`src/common/ldbc_pkg.sv`:
```
/*
 * Constants, opcodes and state codes for the two-byte configuration command decoder.
 * Assumes the host port logic delivers one command byte per write strobe on the device clock.
 */
// What this block does
// Opcode D3h makes the decoder wait for the partial first line data byte as the only next command.
// The byte that completes the partial line pair stores its low six bits as line 0 to 63.
// The partial display takes a new first line only once the second byte has written the register.
// A stored first line beyond the maximum duty set by the two duty pins is used as line zero.
// Opcode 85h makes the decoder wait for the inversion line count byte as the only next command.
// The byte that completes the inversion pair stores its low five bits as the line count.
// Scan lines per polarity inversion equal the stored count plus one, giving 1 to 32.
// Line-group inversion acts on the display only after its count byte has been written.
// A partial duty of 1/9 or 1/17 cancels line-group inversion in favour of whole-frame inversion.
// Opcode 84h leaves line-group inversion and returns to whole-frame inversion.
// Opcode E6h makes the decoder wait for the pump clock division byte as the only next command.
// The division byte low four bits pass the oscillator clock for code 0 and divide it by 2n otherwise.
// The host sends the matching data byte as the very next command after each prefix opcode.
// After reset the pump clock division code is 0100, dividing by eight.
// Both bytes of each pair are command writes with the command/data select low.
package ldbc_pkg;
    localparam logic [7:0] OP_LINE_PREFIX = 8'hD3;
    localparam logic [7:0] OP_INV_PREFIX = 8'h85;
    localparam logic [7:0] OP_INV_RELEASE = 8'h84;
    localparam logic [7:0] OP_PUMP_PREFIX = 8'hE6;
    localparam int LINE_W = 6;
    localparam int INV_W = 5;
    localparam int DIV_W = 4;
    localparam logic [5:0] LINE_RESET = 6'h00;
    localparam logic [4:0] INV_RESET = 5'h00;
    localparam logic [3:0] DIV_RESET = 4'h4;
    // Partial duty codes as set by the duty command low bits.
    localparam logic [2:0] DUTY_9 = 3'h0;
    localparam logic [2:0] DUTY_17 = 3'h1;
    // Scan lines of maximum duty for each setting of the two duty pins {high, low}.
    localparam logic [6:0] MAX_LINES_0 = 7'h41;
    localparam logic [6:0] MAX_LINES_1 = 7'h31;
    localparam logic [6:0] MAX_LINES_2 = 7'h21;
    localparam logic [6:0] MAX_LINES_3 = 7'h11;
    // Decoder states, Gray coded along idle, line, inversion, pump.
    typedef enum logic [1:0] {
        ST_IDLE = 2'h0,
        ST_LINE = 2'h1,
        ST_INV = 2'h3,
        ST_PUMP = 2'h2
    } ldbc_state_t;
endpackage

```
`src/ldbc_decoder.sv`:
```
/*
 * Two-byte configuration command decoder: partial first line, line-group inversion depth
 * and charge pump clock division, with the inversion release command.
 * Assumes command bytes arrive as one-cycle write strobes synchronous to CLK_SYS, and that the
 * oscillator arrives as a one-cycle tick per oscillator period on the same clock.
 */
`timescale 1ns/1ns
module ldbc_decoder (
    input wire logic CLK_SYS, // System clock, 50 MHz.
    input wire logic RESETN, // Asynchronous reset, active low.
    input wire logic CE, // Clock enable; all state holds while low.
    input wire logic CMD_WR, // One-cycle write strobe from the host port.
    input wire logic COMMAND_DATA_SELECT, // Low marks a command write, high display data.
    input wire logic [7:0] CMD_BYTE, // Byte written by the host.
    input wire logic MAX_DUTY_PIN_LOW, // Duty select pin, low bit.
    input wire logic MAX_DUTY_PIN_HIGH, // Duty select pin, high bit.
    input wire logic PARTIAL_MODE, // High while partial display mode is on.
    input wire logic [2:0] PARTIAL_DUTY, // Partial duty code, 0 is 1/9 and 1 is 1/17.
    input wire logic OSC_TICK, // One pulse per oscillator clock period.
    output logic [5:0] PARTIAL_FIRST_LINE, // First line the partial display uses.
    output logic LINE_INVERSION_ON, // High while line-group inversion drives the panel.
    output logic [5:0] INVERSION_LINES, // Scan lines per polarity inversion, 1 to 32.
    output logic [3:0] PUMP_DIV_CODE, // Current pump clock division code.
    output logic PUMP_TICK, // One pulse per pump clock period.
    output logic PAIR_PENDING // High while a prefix waits for its data byte.
);

    ////////////////////////////////////////////////////////////////////////////
    // State record.

    typedef struct packed {
        ldbc_pkg::ldbc_state_t state;
        logic [5:0] line;
        logic [4:0] inv_cnt;
        logic inv_on;
        logic [3:0] div;
        logic [4:0] osc_cnt;
        logic [5:0] line_eff;
        logic inv_act;
        logic [5:0] inv_lines;
        logic tick;
        logic busy;
    } ldbc_regs_t;

    localparam ldbc_regs_t REGS_RESET = '{
        state: ldbc_pkg::ST_IDLE,
        line: ldbc_pkg::LINE_RESET,
        inv_cnt: ldbc_pkg::INV_RESET,
        inv_on: 1'b0,
        div: ldbc_pkg::DIV_RESET,
        osc_cnt: 5'h00,
        line_eff: ldbc_pkg::LINE_RESET,
        inv_act: 1'b0,
        inv_lines: 6'h01,
        tick: 1'b0,
        busy: 1'b0
    };

    ldbc_regs_t r_reg;
    ldbc_regs_t r_next;
    logic cmd_take;
    logic [6:0] max_lines;
    logic [4:0] div_last;

    // Only command writes reach the decoder; display data leaves any pending pair waiting.
    // command writes only
    assign cmd_take = CE && CMD_WR && !COMMAND_DATA_SELECT;

    // Maximum duty in scan lines, fixed by the two duty pins.
    always_comb begin
        unique case ({MAX_DUTY_PIN_HIGH, MAX_DUTY_PIN_LOW})
            2'b00: max_lines = ldbc_pkg::MAX_LINES_0;
            2'b01: max_lines = ldbc_pkg::MAX_LINES_1;
            2'b10: max_lines = ldbc_pkg::MAX_LINES_2;
            2'b11: max_lines = ldbc_pkg::MAX_LINES_3;
        endcase
    end

    // Last count of one pump period: 2n oscillator ticks, minus one.
    assign div_last = {r_reg.div, 1'b0} - 5'h01;

    ////////////////////////////////////////////////////////////////////////////
    // Next-state logic.

    // The prefix alone changes only the state and busy fields, so the panel never sees half a pair.
    always_comb begin
        r_next = r_reg;
        r_next.tick = 1'b0;
        if (cmd_take) begin
            unique case (r_reg.state)
                ldbc_pkg::ST_IDLE: begin
                    // line prefix
                    if (CMD_BYTE == ldbc_pkg::OP_LINE_PREFIX) begin
                        r_next.state = ldbc_pkg::ST_LINE;
                    end
                    // inversion prefix
                    else if (CMD_BYTE == ldbc_pkg::OP_INV_PREFIX) begin
                        r_next.state = ldbc_pkg::ST_INV;
                    end
                    // pump prefix
                    else if (CMD_BYTE == ldbc_pkg::OP_PUMP_PREFIX) begin
                        r_next.state = ldbc_pkg::ST_PUMP;
                    end
                    // inversion release
                    else if (CMD_BYTE == ldbc_pkg::OP_INV_RELEASE) begin
                        r_next.inv_on = 1'b0;
                    end
                end
                // store first line
                // next command is the data
                ldbc_pkg::ST_LINE: begin
                    r_next.line = CMD_BYTE[5:0];
                    r_next.state = ldbc_pkg::ST_IDLE;
                end
                // store line count
                // inversion starts now
                ldbc_pkg::ST_INV: begin
                    r_next.inv_cnt = CMD_BYTE[4:0];
                    r_next.inv_on = 1'b1;
                    r_next.state = ldbc_pkg::ST_IDLE;
                end
                // store division
                ldbc_pkg::ST_PUMP: begin
                    r_next.div = CMD_BYTE[3:0];
                    r_next.osc_cnt = 5'h00;
                    r_next.state = ldbc_pkg::ST_IDLE;
                end
            endcase
        end
        // pump clock divider
        if (CE && OSC_TICK && !(cmd_take && r_reg.state == ldbc_pkg::ST_PUMP)) begin
            if (r_reg.div == 4'h0 || r_reg.osc_cnt >= div_last) begin
                r_next.osc_cnt = 5'h00;
                r_next.tick = 1'b1;
            end else begin
                r_next.osc_cnt = r_reg.osc_cnt + 5'h01;
            end
        end
        // R3 register drives display
        // out of range gives zero
        if ({1'b0, r_next.line} > max_lines) begin
            r_next.line_eff = 6'h00;
        end else begin
            r_next.line_eff = r_next.line;
        end
        // short duty cancels inversion
        r_next.inv_act = r_next.inv_on &&
            !(PARTIAL_MODE && (PARTIAL_DUTY == ldbc_pkg::DUTY_9 || PARTIAL_DUTY == ldbc_pkg::DUTY_17));
        // count plus one
        r_next.inv_lines = {1'b0, r_next.inv_cnt} + 6'h01;
        r_next.busy = r_next.state != ldbc_pkg::ST_IDLE;
        if (!CE) begin
            r_next = r_reg;
        end
    end

    ////////////////////////////////////////////////////////////////////////////
    // State register.

    // reset division eight
    always_ff @(posedge CLK_SYS or negedge RESETN) begin
        if (!RESETN) begin
            r_reg <= REGS_RESET;
        end else begin
            r_reg <= r_next;
        end
    end

    // Outputs come straight from the state record.
    assign PARTIAL_FIRST_LINE = r_reg.line_eff;
    assign LINE_INVERSION_ON = r_reg.inv_act;
    assign INVERSION_LINES = r_reg.inv_lines;
    assign PUMP_DIV_CODE = r_reg.div;
    assign PUMP_TICK = r_reg.tick;
    assign PAIR_PENDING = r_reg.busy;
endmodule // ldbc_decoder

```
`config.mk`:
```
export PLATFORM = sky130hd
export DESIGN_NAME = ldbc_decoder
export DESIGN_NICKNAME = d
export VERILOG_FILES = /design/src/common/ldbc_pkg.sv /design/src/ldbc_decoder.sv
export SDC_FILE = /design/constraint.sdc
export NUM_CORES = 1
export LEC_CHECK = 0
export BUFFER_PORTS_ARGS = -buffer_cell sky130_fd_sc_hd__buf_2
export CORE_ASPECT_RATIO = 1.2
export CORE_MARGIN = 2
export CORE_UTILIZATION = 63
export CTS_BUF_LIST = sky130_fd_sc_hd__clkbuf_8
export CTS_CLUSTER_DIAMETER = 80
export DETAILED_ROUTE_END_ITERATION = 10
export PLACE_DENSITY = 0.87
export SYNTH_ARGS = -nofsm -noshare
export SYNTH_HDL_FRONTEND = slang
export SYNTH_SLANG_ARGS = --single-unit
export TNS_END_PERCENT = 100
```
`constraint.sdc`:
```
create_clock -name CLK_SYS -period 4.4 [get_ports CLK_SYS]
set_input_delay 0.88 -clock CLK_SYS [delete_from_list [all_inputs] [get_ports CLK_SYS]]
set_output_delay 0.88 -clock CLK_SYS [all_outputs]
set_load 0.05 [all_outputs]
```
==> flow_summary.toml, run 1 <==
[status]
run_status = "completed"

[synth]
synth-edff-count = 0
synth.mux.area_fraction = 0.120
synth_area_um2 = 2310
async_reset_ff_frac = 1.00
synth_top_family_by_area = "compound AO/OA/AOI/OAI gates"
synth_ff_type = "dfrtp_1"
synth_common_cells = "dfrtp_1, buf_4, ha_1"
synth_top_area_frac = 0.389
synth_compound_area_frac = 0.133
synth.distinct_cells = 51
synth-seq-cells = 38
synth_simple_gate_area_share = 0.124
ys_warn_count = 0
syn_inst = 218
yosys-top-cells-area = "dfrtp_1, ha_1, mux2_2"
ys_seq_area_frac = 0.412
synthXorXnorAreaFrac = 0.0303
synth_fa_ha_area_frac = 0.0865
synth_top_area_cell = "dfrtp_1"
yosysMostFrequentCell = "dfrtp_1"
avgSynthCellArea_um2 = 10.6
synth.net_count = 254

[placed_design]
dp_hpwl_mm = 3.18
gp_routability_congestion = 0.872
place_area_um2 = 2400
io_buffers = 37

[sta]
clock.fmax_mhz = 347
fin_skew_ns = 0.00541
finalSetupTns_ns = 0
setup_viol = 0
slew_violations = 0
slew_headroom = 0.442
tightest_slew_ns = 0.837
whs_ns = 0.489
fin_crit_ns = 2.88
finalCritPeriodShare = 0.656
timing_hold_violations_final = 0
rsz0062_at_grt = "false"

[power_and_ir_drop]
switching_share = 0.330
vdd_ir_drop_max_v = 0.000242
p_clk_frac = 0.291
cellLeakagePower_nw = 1.30
p_switching_mw = 0.285
combPwrFrac = 0.245
power.total_mw = 0.864
intPower_mw = 0.579
p_seq_frac = 0.464
power.density_nw_per_um2 = 346

[hold_path]
hold_depth = 2
hold_class = "reg2reg"
hold_path.startpoint = "INVERSION_LINES[0]"
holdPathEnd = "INVERSION_LINES[0]"

[global_routing]
grt_max_degree = 39
track_usage = 0.240
grt.overflow.total = 0
antenna_found_initial = 0
grt_pass1_wl_mm = 7.34
grt_pass1_vias = 1708

[clock_network]
cts_setup_buffers = 0
clock_latency_ns = 0.30
cts_tree = "built"
clk_pin_slew_worst_paths_ns = 0.07
cts.sinks = 38
clockRootBuffer = "clkbuf_8"
clk_path_buf_depth = 2
cts_buffers = 5
ctsResizeCount = 0
ctsHoldBuffers = 0
htreeDepth = 2

[drt]
drt_pass1_iterations = 4
wl_per_cell_um = 15.7
route.detailed.drc = 0
drt-total-wl_mm = 4.40
drtIter0Drc = 62
vias_per_cell = 6.00
antenna_left = 0
vias = 1680

[critical_path]
path_class = "in2reg"
crit_chain = "buf_2 > buf_4 > nand4b_1 > mux2_1 > ha_1 > nand3_1 > xor2_1 > nand2_1 > o211ai_1 > o21ai_0"
ff2ff_path_depth = 10
required_ns = 4.57
critPathSlowestCell = "mux2_1"
start_kind = "primary input"
max_stage_delay_ns = 0.51
arrival_ns = 3.06
path_max_fanout = 24
end_kind = "register"
r2r_slack_ns = 1.77
r2r_start = "r_reg[37]"
r2r-end = "PARTIAL_FIRST_LINE[5]"

[floorplan]
die_h_um = 70.4
io_pins = 39
row_count = 24
coreArea_um2 = 3570
die_x_um = 59.3
die_area_um2 = 4170
start_util = 0.647

[cells_and_area]
largest_reg_flops = 19
nNetsFinal = 276
fillers = 267
fin_util = 0.698
final_area_um2 = 2490
drive_gt1_frac = 0.282
syn_to_final_growth_pct = 7.79
antennaDiodeCount = 0

[job]
maxCapViolCount = 0
==> area by class of cell <==
| type | instances | area (µm²) | share of cell area |
|---|---|---|---|
| Timing Repair Buffer | 39 | 200 | 0.0803 |
| Tap cell | 39 | 48.8 | 0.0196 |
| Clock inverter | 2 | 12.5 | 0.00502 |
| Clock buffer | 6 | 82.6 | 0.0331 |
| Multi-Input combinational cell | 141 | 1140 | 0.457 |
| Sequential cell | 38 | 953 | 0.382 |
| Inverter | 15 | 56.3 | 0.0226 |
==> power groups by stage <==
stage          sequential (mW)  clock (mW)  combinational [mW]
3_3_place_gp             0.406           0               0.203
5_1_grt                  0.404       0.272               0.231
2_1_floorplan            0.417           0               0.157
4_1_cts                  0.400       0.256               0.213
6_report                 0.401       0.251               0.211
3_5_place_dp             0.407           0               0.211
==> critical path: cells and delay by family <==
family                   cells  cell delay (ns)
multiplexers                 1             0.51
XOR/XNOR                     1             0.17
AO/OA/AOI/OAI                2             0.21
AND/OR/NAND/NOR              3             0.69
buffers and inverters        2             0.35
adder cells (fa/ha/maj)      1             0.25
==> kinds of logic (layout without fill, tap and decap cells) <==
logic type,after synthesis,in the layout
xor+xnor,8,8
fa+ha+maj,16,16
compound gates,39,39
flops,38,38
mux,25,25
simple gates,53,53
buf+inv,39,62
==> worst max path at each step <==
stage / from / end / slack (ns) / depth (start not counted)
2_1_floorplan: CE / PARTIAL_FIRST_LINE[0] / 1.57 / 9
3_3_place_gp: CE / INVERSION_LINES[4] / 1.27 / 10
3_5_place_dp: CE / INVERSION_LINES[4] / 1.19 / 10
4_1_cts: CE / INVERSION_LINES[4] / 1.50 / 10
5_1_grt: CE / INVERSION_LINES[4] / 1.32 / 10
6_report: CE / INVERSION_LINES[4] / 1.52 / 10
==> per-layer routing <==
| layer | GRT usage | vias to the layer above | part of all wire |
|---|---|---|---|
| met5 | 0 | - | 0 |
| met4 | 0.131 | 0 | 0.026 |
| met3 | 0.0667 | 11 | 0.033 |
| met2 | 0.399 | 34 | 0.53 |
| met1 | 0.267 | 825 | 0.41 |
| li1 | - | 810 | - |
==> cells in the final DEF (no fill, tap or decap), types with 2 or more instances in the layout <==
| cell | instances |
|---|---|
| a211oi_1 | 2 |
| xnor2_1 | 6 |
| a41oi_1 | 2 |
| clkbuf_8 | 6 |
| a21oi_1 | 6 |
| a22o_1 | 4 |
| nand3_1 | 8 |
| buf_2 | 37 |
| nor3_1 | 2 |
| dfrtp_1 | 36 |
| buf_4 | 2 |
| nand2_1 | 10 |
| o21ai_1 | 2 |
| nor2b_1 | 4 |
| xor2_1 | 2 |
| mux2i_1 | 4 |
| nor4_1 | 2 |
| nor2_1 | 14 |
| inv_1 | 14 |
| mux2_1 | 6 |
| a31o_1 | 3 |
| o21bai_1 | 2 |
| mux2_2 | 15 |
| ha_1 | 16 |
| nand2b_1 | 3 |
| nand4b_1 | 4 |
| a21o_1 | 3 |
| o21ai_0 | 2 |
| dfstp_2 | 2 |
==> through the flow <==
step	instances	worst slack [ns]
after detailed placement	272	1.19
after global routing	280	1.32
final	280	1.52
after CTS	280	1.50
after floorplan	218	1.57
after global placement	272	1.27
No activity file was read; power rests on OpenSTA's default activity.
==> inputs of run 2 (changes only) <==
--- a/config.mk
+++ b/config.mk
@@ -8,11 +8,11 @@
 export BUFFER_PORTS_ARGS = -buffer_cell sky130_fd_sc_hd__buf_2
 export CORE_ASPECT_RATIO = 1.2
 export CORE_MARGIN = 2
-export CORE_UTILIZATION = 63
+export CORE_UTILIZATION = 58
 export CTS_BUF_LIST = sky130_fd_sc_hd__clkbuf_8
 export CTS_CLUSTER_DIAMETER = 80
 export DETAILED_ROUTE_END_ITERATION = 10
-export PLACE_DENSITY = 0.87
+export PLACE_DENSITY = 0.81
 export SYNTH_ARGS = -nofsm -noshare
 export SYNTH_HDL_FRONTEND = slang
 export SYNTH_SLANG_ARGS = --single-unit
==> constraint.sdc (replaced) <==
create_clock -name CLK_SYS -period 2.7 [get_ports CLK_SYS]
set_input_delay 0.54 -clock CLK_SYS [delete_from_list [all_inputs] [get_ports CLK_SYS]]
set_output_delay 0.54 -clock CLK_SYS [all_outputs]
set_load 0.05 [all_outputs]
==> run 2 against run 1 <==
  * Setup slack got worse by 1.3 ns
  * Critical path type is now reg2reg
  * Critical path depth shrank 1
  * Combinational power rose by 64%
  * First-iteration DRC count is 1.6% higher
  * Sequential cell count unchanged
  * Global-route usage decreased by 2.4 points
  * Largest power group unchanged
  * Die area rose by 8.1%
==> flow_summary.toml, run 2 (synthesis results as in run 1) <==
[status]
run_status = "completed"

[drt]
drt_pass1_iterations = 4
drt-total-wl_mm = 4.20
vias_per_cell = 5.51
wl_per_cell_um = 14.1
antenna_left = 0
vias = 1642
route.detailed.drc = 0
drtIter0Drc = 63

[cells_and_area]
syn_to_final_growth_pct = 9.57
layout_common_cells = "buf_2, dfrtp_1, inv_1, ha_1, mux2_2"
final_common_cell = "buf_2"
nNetsFinal = 279
antennaDiodeCount = 0
largest_reg_flops = 19
final_area_um2 = 2530
fillers = 344
fin_util = 0.654
drive_gt1_frac = 0.287

[job]
maxCapViolCount = 0

[placed_design]
io_buffers = 37
place_area_um2 = 2440
gp_routability_congestion = 0.816
dp_hpwl_mm = 3.16
place_ws_ns = 0.0685

[global_routing]
grt.overflow.total = 0
grt_pass1_wl_mm = 7.21
antenna_found_initial = 0
track_usage = 0.216
grt_pass1_vias = 1601
grt_max_degree = 39

[sta]
rsz0062_at_grt = "false"
clock.fmax_mhz = 407
slew_headroom = 0.456
finalSetupTns_ns = 0
finalCritPeriodShare = 0.910
setup_viol = 0
slew_violations = 0
timing_hold_violations_final = 0
worst_slack_ns = 0.243
tightest_slew_ns = 0.816
fin_crit_ns = 2.46
fin_skew_ns = 0.00879

[clock_network]
cts_buffers = 5
ctsResizeCount = 0
ctsHoldBuffers = 0
clk_path_buf_depth = 2
cts.sinks = 38
htreeDepth = 2
cts_setup_buffers = 0
clk_pin_slew_worst_paths_ns = 0.07
cts_tree = "built"
clock_latency_ns = 0.29
clockRootBuffer = "clkbuf_8"

[critical_path]
path_max_fanout = 4
r2r_slack_ns = 0.24
start_kind = "register"
r2r-end = "PARTIAL_FIRST_LINE[4]"
end_kind = "register"
arrival_ns = 2.64
required_ns = 2.88
path_class = "reg2reg"
ff2ff_path_depth = 9
r2r_start = "r_reg[37]"

[hold_path]
hold_class = "in2async"

[power_and_ir_drop]
vdd_ir_drop_max_v = 0.000424
power.density_nw_per_um2 = 548
cellLeakagePower_nw = 1.32

[floorplan]
io_pins = 39
die_area_um2 = 4510
die_h_um = 73.2
die_x_um = 61.7
start_util = 0.596
coreArea_um2 = 3880
row_count = 25
-- run 2: how the worst max path moves through the flow --
stage                             start                     to  slack (ns)  cells after the start
CTS                           r_reg[37]  PARTIAL_FIRST_LINE[4]        0.13                      9
floorplan                            CE  PARTIAL_FIRST_LINE[0]        0.21                      9
global placement    COMMAND_DATA_SELECT  PARTIAL_FIRST_LINE[5]        0.08                      8
global route                  r_reg[37]  PARTIAL_FIRST_LINE[0]        0.04                      9
finish                        r_reg[37]  PARTIAL_FIRST_LINE[4]        0.24                      9
detailed placement  COMMAND_DATA_SELECT  PARTIAL_FIRST_LINE[4]        0.07                      8
-- run 2: report_power, final --
part	switching [mW]	internal (mW)
sequential	0.0337	0.618
combinational	0.220	0.125
clock	0.193	0.201
-- run 2: critical path, stage by stage, from the launching register on --
cell and delay (ns):
dfrtp_1 0.43, inv_1 0.10, ha_1 0.14, nand4b_1 0.24, mux2_1 0.42, ha_1 0.31
nand3b_1 0.15, a211oi_2 0.22, nor2_1 0.11, a31o_1 0.23
-- run 2: area by class of cell --
class | instances | area [µm²] | area share
Multi-Input combinational cell | 141 | 1140 | 0.452
Sequential cell | 38 | 953 | 0.376
Clock buffer | 6 | 82.6 | 0.0326
Clock inverter | 2 | 7.51 | 0.00296
Timing Repair Buffer | 42 | 223 | 0.0879
Inverter | 15 | 56.3 | 0.0222
Tap cell | 54 | 67.6 | 0.0267
-- run 2: layer usage --
layer  track usage  vias up  share of wire
met3        0.0426        6          0.031
met1         0.280      791           0.45
met5             0        -              0
met4        0.0780        0          0.016
met2         0.352       34           0.50
li1              -      811              -
-- run 2: through the flow --
stage | hold slack, ns | std cells | power [mW]
after floorplan | 0.244 | 218 | 0.936
after global placement | 0.463 | 290 | 0.995
after detailed placement | 0.464 | 290 | 1.01
after CTS | 0.370 | 298 | 1.40
after global routing | 0.415 | 298 | 1.47
final | 0.337 | 298 | 1.39
==> inputs of run 3 (changes only) <==
--- a/config.mk
+++ b/config.mk
@@ -9,10 +9,11 @@
 export CORE_ASPECT_RATIO = 1.2
 export CORE_MARGIN = 2
 export CORE_UTILIZATION = 58
-export CTS_BUF_LIST = sky130_fd_sc_hd__clkbuf_8
+export CTS_BUF_LIST = sky130_fd_sc_hd__clkbuf_4 sky130_fd_sc_hd__clkbuf_8
 export CTS_CLUSTER_DIAMETER = 80
 export DETAILED_ROUTE_END_ITERATION = 10
 export PLACE_DENSITY = 0.81
+export SLEW_MARGIN = 20
 export SYNTH_ARGS = -nofsm -noshare
 export SYNTH_HDL_FRONTEND = slang
 export SYNTH_SLANG_ARGS = --single-unit
==> run 3 against run 2 <==
  * Cell area up 0.30%
  * Global-route usage about the same
  * Register-to-register slack is essentially flat
  * Via count rose by 1.9%
  * Sequential cell count is the same
  * Critical path type unchanged
  * Largest cell class unchanged
  * Highest routed layer unchanged
==> flow_summary.toml, run 3 (synthesis results as in run 1) <==
[clock_network]
clk_pin_slew_worst_paths_ns = 0.07
clockRootBuffer = "clkbuf_8"
cts_setup_buffers = 0
clk_path_buf_depth = 2
clock_latency_ns = 0.29
htreeDepth = 2
cts.sinks = 38
cts_buffers = 5
cts_tree = "built"

[drt]
drt-total-wl_mm = 4.21
antenna_left = 0
drt_pass1_iterations = 4
vias = 1673
wl_per_cell_um = 14.1
drtIter0Drc = 62
vias_per_cell = 5.61
route.detailed.drc = 0

[cells_and_area]
drive_gt1_frac = 0.295
layout_common_cells = "buf_2, dfrtp_1, ha_1, mux2_2"
syn_to_final_growth_pct = 9.90
largest_reg_flops = 19
final_common_cell = "buf_2"
antennaDiodeCount = 0
final_area_um2 = 2540
nNetsFinal = 279

[hold_path]
hold_class = "in2async"

[floorplan]
die_area_um2 = 4510
coreArea_um2 = 3880
die_h_um = 73.2
start_util = 0.596
row_count = 25
io_pins = 39
die_x_um = 61.7

[global_routing]
track_usage = 0.215
met3_usage = 0.0426
use_met1 = 0.282
antenna_found_initial = 0
grt-busiest-layer = "met2"
grt_max_degree = 39
met2_usage = 0.349
grt.overflow.total = 0
grt_pass1_vias = 1601
grt_pass1_wl_mm = 7.19

[power_and_ir_drop]
combPwrFrac = 0.244
p_clk_frac = 0.297
vdd_ir_drop_max_v = 0.000426
cellLeakagePower_nw = 1.32
p_seq_frac = 0.459
p_switching_mw = 0.448
switching_share = 0.316
power.density_nw_per_um2 = 558
intPower_mw = 0.971

[critical_path]
arrival_ns = 2.63
max_stage_delay_ns = 0.42
required_ns = 2.88
path_max_fanout = 4
cpMostUsedCell = "ha_1"
path_class = "reg2reg"
end_kind = "register"
critPathSlowestCell = "dfrtp_1"
crit_chain = "inv_1 > ha_1 > nand4b_1 > mux2_1 > ha_1 > nand3b_1 > a211oi_2 > a211oi_1 > mux2_2"
start_kind = "register"

[placed_design]
place_area_um2 = 2440
dp_hpwl_mm = 3.16
io_buffers = 37
gp_routability_congestion = 0.816

[sta]
fin_skew_ns = 0.00641
finalCritPeriodShare = 0.908
finalSetupTns_ns = 0
clock.fmax_mhz = 408
whs_ns = 0.345
fin_crit_ns = 2.45
tightest_slew_ns = 0.839
timing_hold_violations_final = 0
slew_headroom = 0.440
rsz0062_at_grt = "false"
setup_viol = 0
slew_violations = 0

[job]
maxCapViolCount = 0

[status]
run_status = "completed"
run 3: cell count changes in the layout (fill, tap and decap cells not counted):
cell	previous run	this run
inv_1	16	14
clkbuf_4	0	2
run 3: critical path, delay by kind of cell (launching register included):
kind | cells | cell delay [ns]
AOI/OAI and AO/OA | 2 | 0.29
adders and majority gates | 2 | 0.45
buffers and inverters | 1 | 0.10
DFF | 1 | 0.42
muxes | 2 | 0.69
and+or+nand+nor | 2 | 0.40
run 3: through the flow:
step	worst slack [ns]	cells	util	total power [mW]
final	0.248	298	0.655	1.42
after floorplan	0.214	218	-	0.936
after CTS	0.139	298	0.654	1.43
after global routing	0.0440	298	0.655	1.50
after global placement	0.0822	290	0.629	0.995
after detailed placement	0.0685	290	0.629	1.01
run 3: power groups by stage:
stage | logic (mW) | clock network [mW] | registers [mW]
after floorplan | 0.256 | 0 | 0.680
after global placement | 0.335 | 0 | 0.660
after detailed placement | 0.346 | 0 | 0.662
after CTS | 0.348 | 0.435 | 0.651
after global routing | 0.379 | 0.464 | 0.659
final | 0.346 | 0.422 | 0.651
run 3: area by class of cell:
| cell class | count | area, µm² |
|---|---|---|
| flip-flops and latches | 38 | 953 |
| repair buffers | 42 | 223 |
| multi-input cells | 141 | 1140 |
| fillers | 346 | 1340 |
| well taps | 54 | 67.6 |
| inverters | 15 | 56.3 |
| clock buffers | 8 | 97.6 |
run 3: final timing paths:
kind / slack (ns) / cells past startpoint / start / endpoint
max in group asynchronous: 1.82 / 1 / RESETN / INVERSION_LINES[1]
hold / removal: 0.34 / 1 / RESETN / PUMP_TICK
setup / recovery: 0.25 / 9 / r_reg[37] / PARTIAL_FIRST_LINE[0]
min in group CLK_SYS: 0.48 / 2 / INVERSION_LINES[0] / INVERSION_LINES[0]
hold reg to reg: 0.48 / 2 / INVERSION_LINES[0] / INVERSION_LINES[0]
setup reg to reg: 0.25 / 9 / r_reg[37] / PARTIAL_FIRST_LINE[0]
run 3: layer usage:
| layer | share of wire | up-vias |
|---|---|---|
| met5 | 0 | - |
| met4 | 0.016 | 0 |
| met3 | 0.038 | 6 |
| met2 | 0.51 | 40 |
| met1 | 0.44 | 813 |
| li1 | - | 814 |
run 3: repair_timing:
| action | CTS | global route |
|---|---|---|
| endpoints found under the setup margin | 0 | 4 |
| hold buffers | 0 | 0 |
| gates resized for setup | 0 | 1 |
